File: config.mk
export PLATFORM = sky130hd
export DESIGN_NAME = sfdpr_rom
export DESIGN_NICKNAME = d
export VERILOG_FILES = /design/src/verilog/sfdpr_pkg.sv /design/src/verilog/sfdpr_rom.sv
export VERILOG_INCLUDE_DIRS = /design/src /design/src/verilog
export SDC_FILE = /design/constraint.sdc
export NUM_CORES = 1
export LEC_CHECK = 0
export ABC_AREA = 0
export BUFFER_PORTS_ARGS = -buffer_cell sky130_fd_sc_hd__buf_2
export CAP_MARGIN = 10
export CORE_ASPECT_RATIO = 0.6
export CORE_MARGIN = 2
export CORE_UTILIZATION = 32
export DETAILED_ROUTE_END_ITERATION = 8
export GPL_TIMING_DRIVEN = 0
export SLEW_MARGIN = 0
export SYNTH_ARGS = -nofsm -noshare
export SYNTH_HDL_FRONTEND = slang
export SYNTH_SLANG_ARGS = --single-unit
File: constraint.sdc
create_clock -name CLK_I -period 3.2 [get_ports CLK_I]
set_clock_uncertainty 0.2 [all_clocks]
set_input_delay 0.32 -clock CLK_I [delete_from_list [all_inputs] [get_ports CLK_I]]
set_output_delay 0.32 -clock CLK_I [all_outputs]
set_load 0.005 [all_outputs]
File: src/verilog/sfdpr_map.svh
// Constant map of the discoverable-parameter ROM block.
// Assumes a 32-bit AHB-Lite bus with word-aligned register offsets.
`ifndef SFDPR_MAP_SVH
`define SFDPR_MAP_SVH

// Register byte offsets
`define SFDPR_OFS_PTR 32'h0000_0000
`define SFDPR_OFS_DATA 32'h0000_0004
`define SFDPR_OFS_CTRL 32'h0000_0008

// Reset values
`define SFDPR_RST_PTR 24'h00_0000
`define SFDPR_RST_DENS 1'h0
`define SFDPR_CTRL_DENS_BIT 0

// Header pointer bytes and table base in parameter space
`define SFDPR_HDR_PTR0 24'h00_0014
`define SFDPR_HDR_PTR1 24'h00_0015
`define SFDPR_HDR_PTR2 24'h00_0016
`define SFDPR_HDR_IDMSB 24'h00_0017
`define SFDPR_TBL_BASE 24'h00_0340

// Byte contents
`define SFDPR_V_PTR0 8'h40
`define SFDPR_V_PTR1 8'h03
`define SFDPR_V_PTR2 8'h00
`define SFDPR_V_IDMSB 8'hFF
`define SFDPR_V_CAPS 8'hE5
`define SFDPR_V_ERASE4K 8'h20
`define SFDPR_V_RDMODES 8'hFB
`define SFDPR_V_UNUSED 8'hFF
`define SFDPR_V_DENS_LO 8'hFF
`define SFDPR_V_DENS128 8'h07
`define SFDPR_V_DENS256 8'h0F
`define SFDPR_V_QIO_CYC 8'h48
`define SFDPR_V_QIO_OP 8'hEB
`define SFDPR_V_QOR_CYC 8'h08
`define SFDPR_V_QOR_OP 8'h6B
`define SFDPR_V_FILL 8'hFF

// AHB encodings
`define SFDPR_HTRANS_NONSEQ 2'h2
`define SFDPR_HTRANS_SEQ 2'h3

`endif

File: src/verilog/sfdpr_pkg.sv
// Types shared by the discoverable-parameter ROM block.
// Assumes the constant map header is compiled alongside.
`default_nettype none
package sfdpr_pkg;

    // Bus phase tracker, one-hot
    typedef enum logic [1:0] {
        SFDPR_IDLE = 2'h1,
        SFDPR_WDATA = 2'h2
    } sfdpr_phase_type;

    // Register selected by a pending write
    typedef enum logic [1:0] {
        SFDPR_SEL_NONE = 2'h0,
        SFDPR_SEL_PTR = 2'h1,
        SFDPR_SEL_CTRL = 2'h2
    } sfdpr_sel_type;

    // Whole state of the slave
    typedef struct packed {
        sfdpr_phase_type phase;
        sfdpr_sel_type wsel;
        logic [23:0] ptr;
        logic dens;
        logic [31:0] rdata;
        logic ready;
        logic resp;
    } sfdpr_state_type;

endpackage : sfdpr_pkg
`default_nettype wire

File: src/verilog/sfdpr_rom.sv
// AHB-Lite slave that serves the discoverable-parameter byte space.
// Assumes a single AHB-Lite master, word transfers, one clock domain.
`timescale 1ns/100ps
`default_nettype none
`include "sfdpr_map.svh"

module sfdpr_rom (
    input wire logic CLK_I,
    input wire logic RESET_N_I,
    input wire logic HSEL_I,
    input wire logic [31:0] HADDR_I,
    input wire logic [1:0] HTRANS_I,
    input wire logic HWRITE_I,
    input wire logic [2:0] HSIZE_I,
    input wire logic [31:0] HWDATA_I,
    input wire logic HREADY_I,
    output logic [31:0] HRDATA_O,
    output logic HREADYOUT_O,
    output logic HRESP_O
);

    // Registered state and its next value
    sfdpr_pkg::sfdpr_state_type st;
    sfdpr_pkg::sfdpr_state_type next_st;

    // Address phase qualifiers
    logic acc; // Valid transfer taken this edge
    logic [31:0] wadr; // Word-aligned address
    logic rd_data; // Read of the streaming data port
    logic [23:0] eff_ptr; // Pointer with a pending write folded in
    logic eff_dens; // Density select with pending write folded in

    // Byte lookup; unlisted addresses read the erased fill value
    function automatic logic [7:0] rom_byte(input logic [23:0] a,
                                            input logic dens);
        logic [7:0] v;
        v = `SFDPR_V_FILL;
        case (a)
            `SFDPR_HDR_PTR0: v = `SFDPR_V_PTR0;
            `SFDPR_HDR_PTR1: v = `SFDPR_V_PTR1;
            `SFDPR_HDR_PTR2: v = `SFDPR_V_PTR2;
            `SFDPR_HDR_IDMSB: v = `SFDPR_V_IDMSB;
            `SFDPR_TBL_BASE + 24'h0: v = `SFDPR_V_CAPS;
            `SFDPR_TBL_BASE + 24'h1: v = `SFDPR_V_ERASE4K;
            `SFDPR_TBL_BASE + 24'h2: v = `SFDPR_V_RDMODES;
            `SFDPR_TBL_BASE + 24'h3: v = `SFDPR_V_UNUSED;
            `SFDPR_TBL_BASE + 24'h4,
            `SFDPR_TBL_BASE + 24'h5,
            `SFDPR_TBL_BASE + 24'h6: v = `SFDPR_V_DENS_LO;
            `SFDPR_TBL_BASE + 24'h7: begin
                // Only the top density byte depends on the part size
                v = dens ? `SFDPR_V_DENS256 : `SFDPR_V_DENS128;
            end
            `SFDPR_TBL_BASE + 24'h8: v = `SFDPR_V_QIO_CYC;
            `SFDPR_TBL_BASE + 24'h9: v = `SFDPR_V_QIO_OP;
            `SFDPR_TBL_BASE + 24'hA: v = `SFDPR_V_QOR_CYC;
            `SFDPR_TBL_BASE + 24'hB: v = `SFDPR_V_QOR_OP;
            default: v = `SFDPR_V_FILL;
        endcase
        return v;
    endfunction : rom_byte

    // Decode of the address phase
    assign acc = HSEL_I && HREADY_I && (HTRANS_I == `SFDPR_HTRANS_NONSEQ
                 || HTRANS_I == `SFDPR_HTRANS_SEQ);
    assign wadr = {HADDR_I[31:2], 2'h0};
    assign rd_data = acc && !HWRITE_I && (wadr == `SFDPR_OFS_DATA);

    // A write data phase overlaps the next address phase, so a pointer
    // written just before a data read must already steer that read
    always_comb begin
        eff_ptr = st.ptr;
        eff_dens = st.dens;
        if (st.phase == sfdpr_pkg::SFDPR_WDATA) begin
            if (st.wsel == sfdpr_pkg::SFDPR_SEL_PTR) begin
                eff_ptr = HWDATA_I[23:0];
            end
            if (st.wsel == sfdpr_pkg::SFDPR_SEL_CTRL) begin
                eff_dens = HWDATA_I[`SFDPR_CTRL_DENS_BIT];
            end
        end
    end

    // Next-state logic: always zero wait states, always OKAY
    always_comb begin
        next_st = st;
        next_st.ptr = eff_ptr;
        next_st.dens = eff_dens;
        next_st.ready = 1'b1;
        next_st.resp = 1'b0;
        next_st.phase = sfdpr_pkg::SFDPR_IDLE;
        next_st.wsel = sfdpr_pkg::SFDPR_SEL_NONE;
        if (acc && HWRITE_I) begin
            // Remember the target; data arrives next cycle
            next_st.phase = sfdpr_pkg::SFDPR_WDATA;
            case (wadr)
                `SFDPR_OFS_PTR: next_st.wsel = sfdpr_pkg::SFDPR_SEL_PTR;
                `SFDPR_OFS_CTRL: next_st.wsel = sfdpr_pkg::SFDPR_SEL_CTRL;
                default: next_st.wsel = sfdpr_pkg::SFDPR_SEL_NONE;
            endcase
        end else if (acc) begin
            // Reads are answered in the data phase from this register
            case (wadr)
                `SFDPR_OFS_PTR: next_st.rdata = {8'h00, eff_ptr};
                `SFDPR_OFS_DATA: begin
                    next_st.rdata = {24'h00_0000, rom_byte(eff_ptr,
                                                         eff_dens)};
                    next_st.ptr = eff_ptr + 24'h1;
                end
                `SFDPR_OFS_CTRL: next_st.rdata = {31'h0, eff_dens};
                default: next_st.rdata = 32'h0000_0000;
            endcase
        end
    end

    // State register
    always_ff @(posedge CLK_I or negedge RESET_N_I) begin
        if (!RESET_N_I) begin
            st.phase <= sfdpr_pkg::SFDPR_IDLE;
            st.wsel <= sfdpr_pkg::SFDPR_SEL_NONE;
            st.ptr <= `SFDPR_RST_PTR;
            st.dens <= `SFDPR_RST_DENS;
            st.rdata <= 32'h0000_0000;
            st.ready <= 1'b1;
            st.resp <= 1'b0;
        end else begin
            st <= next_st;
        end
    end

    // Outputs come straight from the state register
    assign HRDATA_O = st.rdata;
    assign HREADYOUT_O = st.ready;
    assign HRESP_O = st.resp;
endmodule : sfdpr_rom
`default_nettype wire

==> summary.md, run 1 <==
| Metric | Value |
|---|---|
| Final Non-Filler Cells | `630` |
| Period utilisation layout | `0.944` |
| Dpl cells | `621` |
| Main combinational cell family by area after synthesis | `simple AND/OR/NAND/NOR gates` |
| Synth Cell Area | `3520 um^2` |
| First-pass GRT wire length | `16.9 mm` |
| Routed WL | `10.8 mm` |
| PD cells | `322 nW/um^2` |
| Final Wtd Congestion | `0.918` |
| CP peak stage delay | `0.47 ns` |
| Setup TNS | `0 ns` |
| Antenna violations before repair | `0` |
| Bufs and invs on worst path | `2` |
| Vias per cell | `5.31` |
| CP endpoint kind | `register` |
| DRC viols | `0` |
| EDFF count, synth | `0` |
| Detailed-route wire length per cell | `17.1 um` |
| Required time worst endpoint | `3.18 ns` |
| XOR/XNOR Fraction of Synth Area | `0.0597` |
| Cell Chain, Critical Path | `nor4bb_1 > clkbuf_1 > clkbuf_1 > mux2_1 > nand3_1 > o311ai_1 > a211o_1` |
| Max Cap Viol | `0` |
| Leakage | `2.09 nW` |
| Number of antenna diodes | `0` |
| Clk slew on worst S/H paths | `0.07 ns` |
| Min-delay src | `HADDR_I[3]` |
| GRT overflow | `0` |
| Reg-to-Reg End | `HRDATA_O[4]$_DFFE_PN0P_` |
| Slowest-stage cell, CP | `clkbuf_1` |
| Setup violations, final | `0` |
| CTS Sinks | `53` |
| Worst VDD drop | `182 uV` |
| Iter 0 DRT Violations | `393` |
| FF-to-FF Start | `st[60]$_DFF_PN0_` |
| Vias in the first global route | `2980` |
| Htree depth | `2` |
| Setup WS pre-CTS | `0.200 ns` |
| Most used cell, CP | `clkbuf_1` |
| Setup ws final | `0.178 ns` |
| Pin count of the biggest net entering global routing | `54` |
| Clk buf depth | `2` |
| Sequential-to-total area share from yosys stat | `0.377` |
| Post-synthesis compound-gate area fraction | `0.124` |
| Hold EP | `st[59]$_DFF_PN0_` |
| Syn avg cell area | `9.00 um^2` |
| Outcome | `finished clean` |
| Setup CP Type | `register to register` |
| # nets final | `564` |
| Reg2Reg Depth | `7` |
| FILL cells | `1100` |
| Post-synthesis mux area share | `0.0974` |
| #FFs+latches synth | `53` |
| Fin crit period | `3.02 ns` |
| Hold Path Class | `primary input to register` |
| Crit path max-delay family | `buffers and inverters` |
| Die height | `85.3 um` |
| Asr flop ratio synth | `1.00` |
| Root buffer cell | `clkbuf_16` |
| Initial Util | `0.331` |
| DRT Pass-1 Iters | `5` |
| Port Buffer Count | `83` |
| Crit path DAT | `3.01 ns` |
| Cell depth of the worst min-delay path | `2` |
| Number of buffers created by CTS | `5` |
| Netlist cell types | `61` |
| CTS tree | `built` |
| Die area | `11900 um^2` |
| Syn Inst Count | `391` |
| Gr usage total | `0.184` |
| Vias post-DR | `3347` |
| Area of the multi-input gates | `1880 um^2` |
| Max-slew violations | `0` |
| Die X | `139 um` |
| Power, Total | `1.38 mW` |
| # IOs | `108` |
| Critical Path Source Type | `register` |
| Max frequency | `0.331 GHz` |
| Area Overhead vs Synth | `22.1%` |
| Peak fanout along the critical path | `10` |
| Tightest Pin Transition | `0.826 ns` |
| Final HPWL DP | `8.36 mm` |
| Clock Latency Late Sink | `0.30 ns` |
| Core area | `10600 um^2` |
| Synth Flop Type | `dfrtp_1` |
| Row count | `29` |
| Register area | `1330 um^2` |
| Area share of and/or/nand/nor cells after synthesis | `0.241` |
| Fraction of layout cells with a size suffix above 1 | `0.285` |
| Post-synthesis adder-cell area fraction | `0` |
| Relative slew margins | `0.434` |
| Hold Fails Final Rpt | `0` |
| RSZ-0062 raised after global routing | `no` |
| ANT nets after route | `0` |
| R2R setup slack | `0.18 ns` |
| Yosys warning count | `0` |
-- where the power goes --
part	total, mW	internal (mW)	switching [mW]
Combinational	0.150	0.0624	0.0878
Clock	0.535	0.288	0.247
Sequential	0.699	0.683	0.0168
-- worst max path at each step --
stage                     start                      end  slack (ns)  cells after the start
6_report       st[60]$_DFF_PN0_  HRDATA_O[4]$_DFFE_PN0P_        0.18                      7
5_1_grt        st[61]$_DFF_PN1_  HRDATA_O[5]$_DFFE_PN0P_        0.05                     10
4_1_cts        st[61]$_DFF_PN1_  HRDATA_O[4]$_DFFE_PN0P_        0.20                      8
3_5_place_dp           HWRITE_I  HRDATA_O[5]$_DFFE_PN0P_        0.20                      8
3_3_place_gp   st[61]$_DFF_PN1_  HRDATA_O[4]$_DFFE_PN0P_        0.22                      8
2_1_floorplan  st[61]$_DFF_PN1_         st[58]$_DFF_PN0_        0.59                      9
-- metrics by stage --
stage	hold slack (ns)	util	area [um^2]
5_1_grt	0.105	0.404	4300
2_1_floorplan	-0.176	-	3550
3_5_place_dp	0.278	0.389	4140
4_1_cts	0.0811	0.402	4280
3_3_place_gp	0.270	0.389	4140
6_report	0.0935	0.404	4300
-- area by class of cell --
| cell class | instances | area share |
|---|---|---|
| flip-flops and latches | 53 | 0.309 |
| inverters | 3 | 0.00262 |
| clock inverters | 2 | 0.00233 |
| repair buffers | 84 | 0.0995 |
| multi-input cells | 291 | 0.438 |
| well taps | 139 | 0.0404 |
| clock buffers | 6 | 0.0300 |
| plain buffers | 52 | 0.0786 |
-- state kept, by name, summed over array words and instances, names as in the netlist --
name / flops
HRDATA_O: 24
st: 29
-- cells in the mapped netlist, drive strengths merged (5+ instances only) --
| library cell | n | area (um^2) |
|---|---|---|
| mux2i | 32 | 320 |
| nor2 | 16 | 62.6 |
| nor4 | 18 | 128 |
| nand4 | 11 | 75.1 |
| a31oi | 5 | 31.3 |
| xor2 | 16 | 140 |
| dfrtp | 52 | 1300 |
| nand2 | 53 | 199 |
| o21ai | 29 | 145 |
| buf | 41 | 295 |
| nand3 | 25 | 125 |
| xnor2 | 8 | 70.1 |
| a21oi | 6 | 30.0 |
| clkbuf | 11 | 41.3 |
-- repair_timing --
item,4_1_cts,5_1_grt
buffers inserted,0,0
hold buffers,0,1
endpoints found under the hold margin,0,52
setup endpoints to repair,0,3
gates resized for setup,0,2
-- kinds of logic after synthesis --
group | count (synthesis)
other | 2
XOR/XNOR | 24
buffers and inverters | 55
AO/OA/AOI/OAI | 67
multiplexers | 34
AND/OR/NAND/NOR | 156
flip-flops | 53
-- cells in the final DEF (no fill, tap or decap), drive strengths merged, types with 2 or more instances in the layout --
master   netlist  final
a21oi          6      6
nand4b         2      2
a211o          2      2
mux2           2      2
dfrtp         52     52
and4           2      2
nand3b         3      3
a31oi          5      5
a221oi         2      2
a22o           2      2
nand4         11     11
clkinv         0      2
nor2          16     16
and3           4      4
or4            2      2
buf           41    123
mux2i         32     32
o32ai          4      4
inv            3      3
nand2         53     53
nor4b          2      2
nor2b          3      3
nor4bb         3      3
xnor2          8      8
o21ai         29     29
nor4          18     18
and2           2      2
conb           2     10
o211ai         3      3
nand3         25     25
xor2          16     16
o22ai          3      3
nand4bb        2      2
clkbuf        11     18
nor3           4      4
-- routing by layer --
| metal | share of wire | global-route usage | up-vias | wire, um |
|---|---|---|---|---|
| met5 | 0 | 0 | - | 0 |
| met4 | 0.011 | 0.0505 | 0 | 118 |
| met3 | 0.080 | 0.0316 | 9 | 866 |
| met2 | 0.38 | 0.240 | 156 | 4120 |
| met1 | 0.53 | 0.301 | 1595 | 5670 |
| li1 | - | - | 1587 | - |
Power figures use the tool's default switching activity.
==> inputs of run 2 (changes only) <==
Settings changed: ABC_AREA 0 to 1.
==> summary.md, run 2 <==
| Metric | Value |
|---|---|
| # IOs | `108 (unchanged)` |
| Fin crit period | `2.71 ns (was 3.02 ns)` |
| Setup WS pre-CTS | `0.540 ns (was 0.200 ns)` |
| Gr usage total | `0.178 (was 0.184)` |
| Clk slew on worst S/H paths | `0.07 ns (about the same)` |
| First-pass GRT wire length | `18.5 mm (was 16.9 mm)` |
| Syn avg cell area | `6.66 um^2 (was 9.00 um^2)` |
| Tightest Pin Transition | `0.930 ns (was 0.826 ns)` |
| Pin count of the biggest net entering global routing | `54 (unchanged)` |
| Crit path DAT | `2.70 ns (was 3.01 ns)` |
| Crit path from | `st[60]$_DFF_PN0_ (unchanged)` |
| Largest Register | `st (unchanged)` |
| Period utilisation layout | `0.846 (was 0.944)` |
| Detailed-route wire length per cell | `13.5 um (was 17.1 um)` |
| R2R setup slack | `0.49 ns (was 0.18 ns)` |
| DRC viols | `0 (unchanged)` |
| Peak fanout along the critical path | `10 (unchanged)` |
| Netlist cell types | `38 (was 61)` |
| Setup TNS | `0 ns (unchanged)` |
| Iter 0 DRT Violations | `264 (was 393)` |
| Sequential-to-total area share from yosys stat | `0.336 (was 0.377)` |
| Setup violations, final | `0 (unchanged)` |
| Yosys warning count | `0 (unchanged)` |
| DRT Pass-1 Iters | `5 (unchanged)` |
| Asr flop ratio synth | `1.00 (unchanged)` |
| Synth Cell Area | `3950 um^2 (was 3520 um^2)` |
| Most common cell after layout, fill and taps aside | `nand2_1 (was buf_2)` |
| Cell depth of the worst min-delay path | `3 (was 2)` |
| Required time worst endpoint | `3.19 ns (was 3.18 ns)` |
| Setup CP Type | `register to register (unchanged)` |
| CP endpoint kind | `register (unchanged)` |
| Reg-to-Reg End | `st[54]$_DFF_PN0_ (was HRDATA_O[4]$_DFFE_PN0P_)` |
| Post-synth top cells | `224 x nand2_1, 67 x inv_1, 58 x nor2_1 (was 53 x nand2_1, 52 x dfrtp_1, 34 x buf_4)` |
| Relative slew margins | `0.377 (was 0.434)` |
| Max Cap Viol | `0 (unchanged)` |
| Die X | `147 um (was 139 um)` |
| Max-slew violations | `0 (unchanged)` |
| Yosys top cell by area | `dfrtp_1 (unchanged)` |
| Hold Path Class | `primary input to register (unchanged)` |
| Max frequency | `0.369 GHz (was 0.331 GHz)` |
| # nets final | `766 (was 564)` |
| Htree depth | `2 (unchanged)` |
| Most frequent cell after synthesis | `nand2_1 (unchanged)` |
| Initial Util | `0.327 (was 0.331)` |
| Number of antenna diodes | `0 (unchanged)` |
| Final Wtd Congestion | `0.925 (was 0.918)` |
| Setup ws final | `0.491 ns (was 0.178 ns)` |
| Most frequent cells in the layout | `224 x nand2_1, 83 x buf_2, 67 x inv_1 (was 87 x buf_2, 53 x nand2_1, 52 x dfrtp_1)` |
| FF-to-FF Start | `st[60]$_DFF_PN0_ (unchanged)` |
| Area Overhead vs Synth | `20.3% (was 22.1%)` |
| GRT overflow | `0 (unchanged)` |
| ANT nets after route | `0 (unchanged)` |
| CTS Sinks | `53 (unchanged)` |
| Row count | `31 (was 29)` |
| Core area | `12100 um^2 (was 10600 um^2)` |
| Worst VDD drop | `180 uV (was 182 uV)` |
| Top area cells in the synthesized netlist | `dfrtp_1 33%, nand2_1 21%, buf_4 6.8% (was dfrtp_1 37%, mux2i_1 9.1%, buf_4 7.2%)` |
| Max FFs per register | `29 (unchanged)` |
| Min-delay src | `HADDR_I[3] (unchanged)` |
| Final Non-Filler Cells | `858 (was 630)` |
| Die height | `90.0 um (was 85.3 um)` |
| Port Buffer Count | `83 (unchanged)` |
| Leakage | `2.60 nW (was 2.09 nW)` |
| Synth Flop Type | `dfrtp_1 (unchanged)` |
| Fraction of layout cells with a size suffix above 1 | `0.258 (was 0.285)` |
| Antenna violations before repair | `0 (unchanged)` |
| Hold EP | `st[60]$_DFF_PN0_ (was st[59]$_DFF_PN0_)` |
| Die area | `13300 um^2 (was 11900 um^2)` |
| Clk buf depth | `2 (unchanged)` |
| CTS tree | `built (unchanged)` |
| PD cells | `276 nW/um^2 (was 322 nW/um^2)` |
| Hold Fails Final Rpt | `0 (unchanged)` |
| Root buffer cell | `clkbuf_16 (unchanged)` |
| Clock Latency Late Sink | `0.30 ns (about the same)` |
| Vias per cell | `4.45 (was 5.31)` |
| Outcome | `finished clean (unchanged)` |
| #FFs+latches synth | `53 (unchanged)` |
| Critical Path Source Type | `register (unchanged)` |
| Routed WL | `11.5 mm (was 10.8 mm)` |
| Vias post-DR | `3820 (was 3347)` |
| EDFF count, synth | `0 (unchanged)` |
| Number of buffers created by CTS | `5 (unchanged)` |
| Final HPWL DP | `9.17 mm (was 8.36 mm)` |
| Syn Inst Count | `593 (was 391)` |
| Synth top area share | `0.330 (was 0.370)` |
| Vias in the first global route | `3542 (was 2980)` |
| Reg2Reg Depth | `15 (was 7)` |
| RSZ-0062 raised after global routing | `no (unchanged)` |
| Dpl cells | `849 (was 621)` |
[run 2: cell count changes in the layout (fill, tap and decap cells not counted), moves of 13 or more]
cell     before  now
inv_1         3   67
mux2i_1      32    1
nand2_1      53  224
nand2_2       0   13
nor2_1       15   58
nor4_1       17    4
o21ai_1      22    1
o31ai_1       1   15
[run 2: worst max-delay path by stage]
stage                              end  cells past startpoint
2_1_floorplan  HRDATA_O[5]$_DFFE_PN0P_                     18
3_3_place_gp          st[51]$_DFF_PN0_                     14
3_5_place_dp          st[54]$_DFF_PN0_                     13
4_1_cts               st[54]$_DFF_PN0_                     13
5_1_grt        HRDATA_O[4]$_DFFE_PN0P_                     19
6_report              st[54]$_DFF_PN0_                     15
[run 2: layout make-up]
| class | count | area (um^2) |
|---|---|---|
| tap | 165 | 206 |
| clock inverter | 2 | 10.0 |
| timing repair buffer | 84 | 428 |
| clock buffer | 6 | 129 |
| multi-input combinational | 424 | 2010 |
| sequential | 53 | 1330 |
| fill | 1307 | 7310 |
| buffer | 48 | 354 |
| inverter | 76 | 285 |
[run 2: layer usage]
metal	GRT usage	vias up	share of wire
met5	0	-	0
met4	0.0321	0	0.0095
met3	0.0391	10	0.080
met2	0.236	134	0.37
met1	0.290	1713	0.54
li1	-	1963	-
[run 2: kinds of logic (layout without fill, tap and decap cells)]
family,count (synthesis),count (layout),synth area share
simple gates,368,368,0.412
buf+inv,124,216,0.162
flops,53,53,0.336
compound gates,29,29,0.0497
xor+xnor,16,16,0.0355
other cells,2,10,0.00190
mux,1,1,0.00253
[run 2: where the power goes]
group | internal, mW | leakage, nW | switching [mW]
clock network | 0.289 | 0.0706 | 0.263
logic | 0.0406 | 1.86 | 0.0473
registers | 0.671 | 0.667 | 0.000734
total | 1.00 | 2.60 | 0.311
[run 2: through the flow]
stage                     utilization  instance area [um^2]  power (mW)  hold WS (ns)
final                           0.394                  4750        1.31         0.107
after detailed placement        0.381                  4600       0.772         0.271
after global placement          0.381                  4600       0.770         0.267
after global routing            0.394                  4750        1.36         0.144
after CTS                       0.393                  4740        1.33         0.104
after floorplan                     -                  3980       0.713        -0.176
[run 2: timing repair]
item | CTS | global route
hold buffers | 0 | 1
resized for setup | 0 | 0
buffers inserted | 0 | 0
endpoints found under the hold margin | 0 | 52
[run 2: worst max-delay path, cell delays in order (launching register included)]
cell and delay, ns:
dfrtp_1 0.42, inv_1 0.07, nand2_1 0.07, nor2_4 0.15
buf_4 0.22, nand2_1 0.12, nand2_2 0.12, inv_2 0.06
nor2_2 0.13, nand2_2 0.11, nor2_2 0.15, nand3_2 0.12
nor2_2 0.24, nand3b_1 0.17, xor2_1 0.18, inv_1 0.06
==> inputs of run 3 (changes only) <==
Clock period 3.2 ns to 2.4 ns, I/O delays scaled along.
==> summary.md, run 3 (same netlist as run 2, synthesis figures left out) <==
| Metric | Value |
|---|---|
| DRC viols | `0 (unchanged)` |
| Routed WL | `13.6 mm (was 11.5 mm)` |
| Core area | `12100 um^2 (unchanged)` |
| R2R setup slack | `-0.23 ns (was 0.49 ns)` |
| Period utilisation layout | `1.10 (was 0.846)` |
| Outcome | `complete, but fails checks (was finished clean)` |
| Max Cap Viol | `0 (unchanged)` |
| Initial Util | `0.327 (unchanged)` |
| Reg2Reg Depth | `14 (was 15)` |
| Hold Fails Final Rpt | `0 (unchanged)` |
| Crit path max-delay family | `simple AND/OR/NAND/NOR gates (unchanged)` |
| Final HPWL DP | `9.17 mm (unchanged)` |
| Most common cell after layout, fill and taps aside | `nand2_1 (unchanged)` |
| CTS tree | `built (unchanged)` |
| Die area | `13300 um^2 (unchanged)` |
| Number of antenna diodes | `0 (unchanged)` |
| Clock Latency Late Sink | `0.31 ns (was 0.30 ns)` |
| Dpl cells | `849 (unchanged)` |
| CTS Sinks | `53 (unchanged)` |
| ANT nets after route | `0 (unchanged)` |
| Layer with the highest usage | `met1 (unchanged)` |
| Setup ws final | `-0.231 ns (was 0.491 ns)` |
| Antenna violations before repair | `0 (unchanged)` |
| Number of buffers created by CTS | `5 (unchanged)` |
| Global routing usage on met3 | `0.0558 (was 0.0391)` |
| Slowest-stage cell, CP | `dfrtp_1 (unchanged)` |
| Most frequent cells in the layout | `177 x nand2_1, 84 x buf_2, 79 x buf_4 (was 224 x nand2_1, 83 x buf_2, 67 x inv_1)` |
| Relative slew margins | `0.368 (was 0.377)` |
| Vias per cell | `4.61 (was 4.45)` |
| Crit path from | `st[60]$_DFF_PN0_ (unchanged)` |
| Fin crit period | `2.63 ns (was 2.71 ns)` |
| Final Wtd Congestion | `0.925 (unchanged)` |
| Failing checks | `setup timing` |
| Fraction of layout cells with a size suffix above 1 | `0.425 (was 0.258)` |
| Port Buffer Count | `83 (unchanged)` |
| FILL cells | `1223 (was 1307)` |
| Die X | `147 um (unchanged)` |
| Power, Total | `1.76 mW (was 1.31 mW)` |
| Core Util, Final | `0.473 (was 0.394)` |
| Leakage | `3.06 nW (was 2.60 nW)` |
| Row count | `31 (unchanged)` |
| Bufs and invs on worst path | `2 (was 4)` |
| Critical Path Source Type | `register (unchanged)` |
| Peak fanout along the critical path | `7 (was 10)` |
| First-pass GRT wire length | `21.2 mm (was 18.5 mm)` |
| Routing usage on met1 | `0.318 (was 0.290)` |
| Required time worst endpoint | `2.40 ns (was 3.19 ns)` |
| Min-delay src | `HADDR_I[3] (unchanged)` |
| # IOs | `108 (unchanged)` |
| CP endpoint kind | `register (unchanged)` |
| Largest Register | `st (unchanged)` |
| GR Util met2 | `0.287 (was 0.236)` |
| Hold Path Class | `primary input to register (unchanged)` |
| Detailed-route wire length per cell | `14.9 um (was 13.5 um)` |
| Setup violations, final | `22 (was 0)` |
| Cell Chain, Critical Path | `buf_6 > nor2_4 > nand2_4 > buf_8 > nand2_1 > nand2_4 > nor2_4 > nand2_4 > nor2_4 > nand4_1 > nor2_2 > nand3_1 > nand2_1 > nand2_1 (was inv_1 > nand2_1 > nor2_4 > buf_4 > nand2_1 > nand2_2 > inv_2 > nor2_2 > nand2_2 > nor2_2 > nand3_2 > nor2_2 > nand3b_1 > xor2_1 > inv_1)` |
| PD cells | `309 nW/um^2 (was 276 nW/um^2)` |
| Root buffer cell | `clkbuf_16 (unchanged)` |
| Clk slew on worst S/H paths | `0.07 ns (about the same)` |
| Die height | `90.0 um (unchanged)` |
| Worst VDD drop | `240 uV (was 180 uV)` |
| Hold EP | `st[60]$_DFF_PN0_ (unchanged)` |
| Max-slew violations | `0 (unchanged)` |
| Gr usage total | `0.205 (was 0.178)` |
| Crit path DAT | `2.63 ns (was 2.70 ns)` |
| GRT overflow | `0 (unchanged)` |
| Htree depth | `2 (unchanged)` |
| DRT Pass-1 Iters | `5 (unchanged)` |
| Cell depth of the worst min-delay path | `3 (unchanged)` |
| Vias post-DR | `4224 (was 3820)` |
| Max frequency | `0.380 GHz (was 0.369 GHz)` |
| Area Overhead vs Synth | `44.5% (was 20.3%)` |
| # nets final | `824 (was 766)` |
| Pin count of the biggest net entering global routing | `54 (unchanged)` |
| CP peak stage delay | `0.41 ns (was 0.42 ns)` |
| Final Non-Filler Cells | `916 (was 858)` |
| Max FFs per register | `29 (unchanged)` |
| Setup TNS | `-2.63 ns (was 0 ns)` |
| Reg-to-Reg End | `st[58]$_DFF_PN0_ (was st[54]$_DFF_PN0_)` |
| FF-to-FF Start | `st[60]$_DFF_PN0_ (unchanged)` |
| Iter 0 DRT Violations | `311 (was 264)` |
| Clk buf depth | `2 (unchanged)` |
| Tightest Pin Transition | `0.942 ns (was 0.930 ns)` |
| RSZ-0062 raised after global routing | `yes (was no)` |
| Setup CP Type | `register to register (unchanged)` |
| Vias in the first global route | `3981 (was 3542)` |
## run 3: worst max path at each step
stage,endpoint,slack [ns],depth (start not counted)
2_1_floorplan,HRDATA_O[5]$_DFFE_PN0P_,0.19,18
3_3_place_gp,st[51]$_DFF_PN0_,-0.22,14
3_5_place_dp,st[54]$_DFF_PN0_,-0.26,13
4_1_cts,HRDATA_O[4]$_DFFE_PN0P_,-0.12,20
5_1_grt,HRDATA_O[4]$_DFFE_PN0P_,-0.35,19
6_report,st[58]$_DFF_PN0_,-0.23,14
## run 3: tightest hold or removal path: stages
cell and delay, ns:
buf_2 0.10, inv_1 0.08, nor4_1 0.06
## run 3: per-stage QoR
step	hold slack, ns	instance area [um^2]	setup WS, ns
finish	0.0220	5700	-0.231
global route	0.0638	5700	-0.350
CTS	0.0242	5540	-0.115
detailed placement	0.271	4600	-0.260
global placement	0.267	4600	-0.221
floorplan	-0.256	3980	0.191
## run 3: per-layer routing
| layer | up-vias | wire length [um] |
|---|---|---|
| li1 | 2085 | - |
| met1 | 1967 | 6740 |
| met2 | 162 | 5580 |
| met3 | 10 | 1250 |
| met4 | 0 | 71 |
| met5 | - | 0 |
## run 3: area by class of cell
class,instances,area [um^2],share of cell area
repair buffers,142,943,0.165
clock inverters,2,10.0,0.00175
clock buffers,6,129,0.0226
multi-input cells,424,2420,0.424
plain buffers,48,380,0.0667
flip-flops and latches,53,1330,0.233
well taps,165,206,0.0362
inverters,76,289,0.0507
## run 3: report_power, final
group	switching, mW	internal, mW
clock	0.359	0.385
combinational	0.0667	0.0544
sequential	0.00118	0.894
## run 3: timing repair
| action | 4_1_cts | 5_1_grt |
|---|---|---|
| buffers inserted | 45 | 11 |
| hold endpoints to repair | 0 | 52 |
| endpoints found under the setup margin | 21 | 23 |
| hold buffers | 0 | 1 |
| gates resized for setup | 109 | 33 |
| pin swaps | 63 | 41 |
| cloned | 4 | 0 |
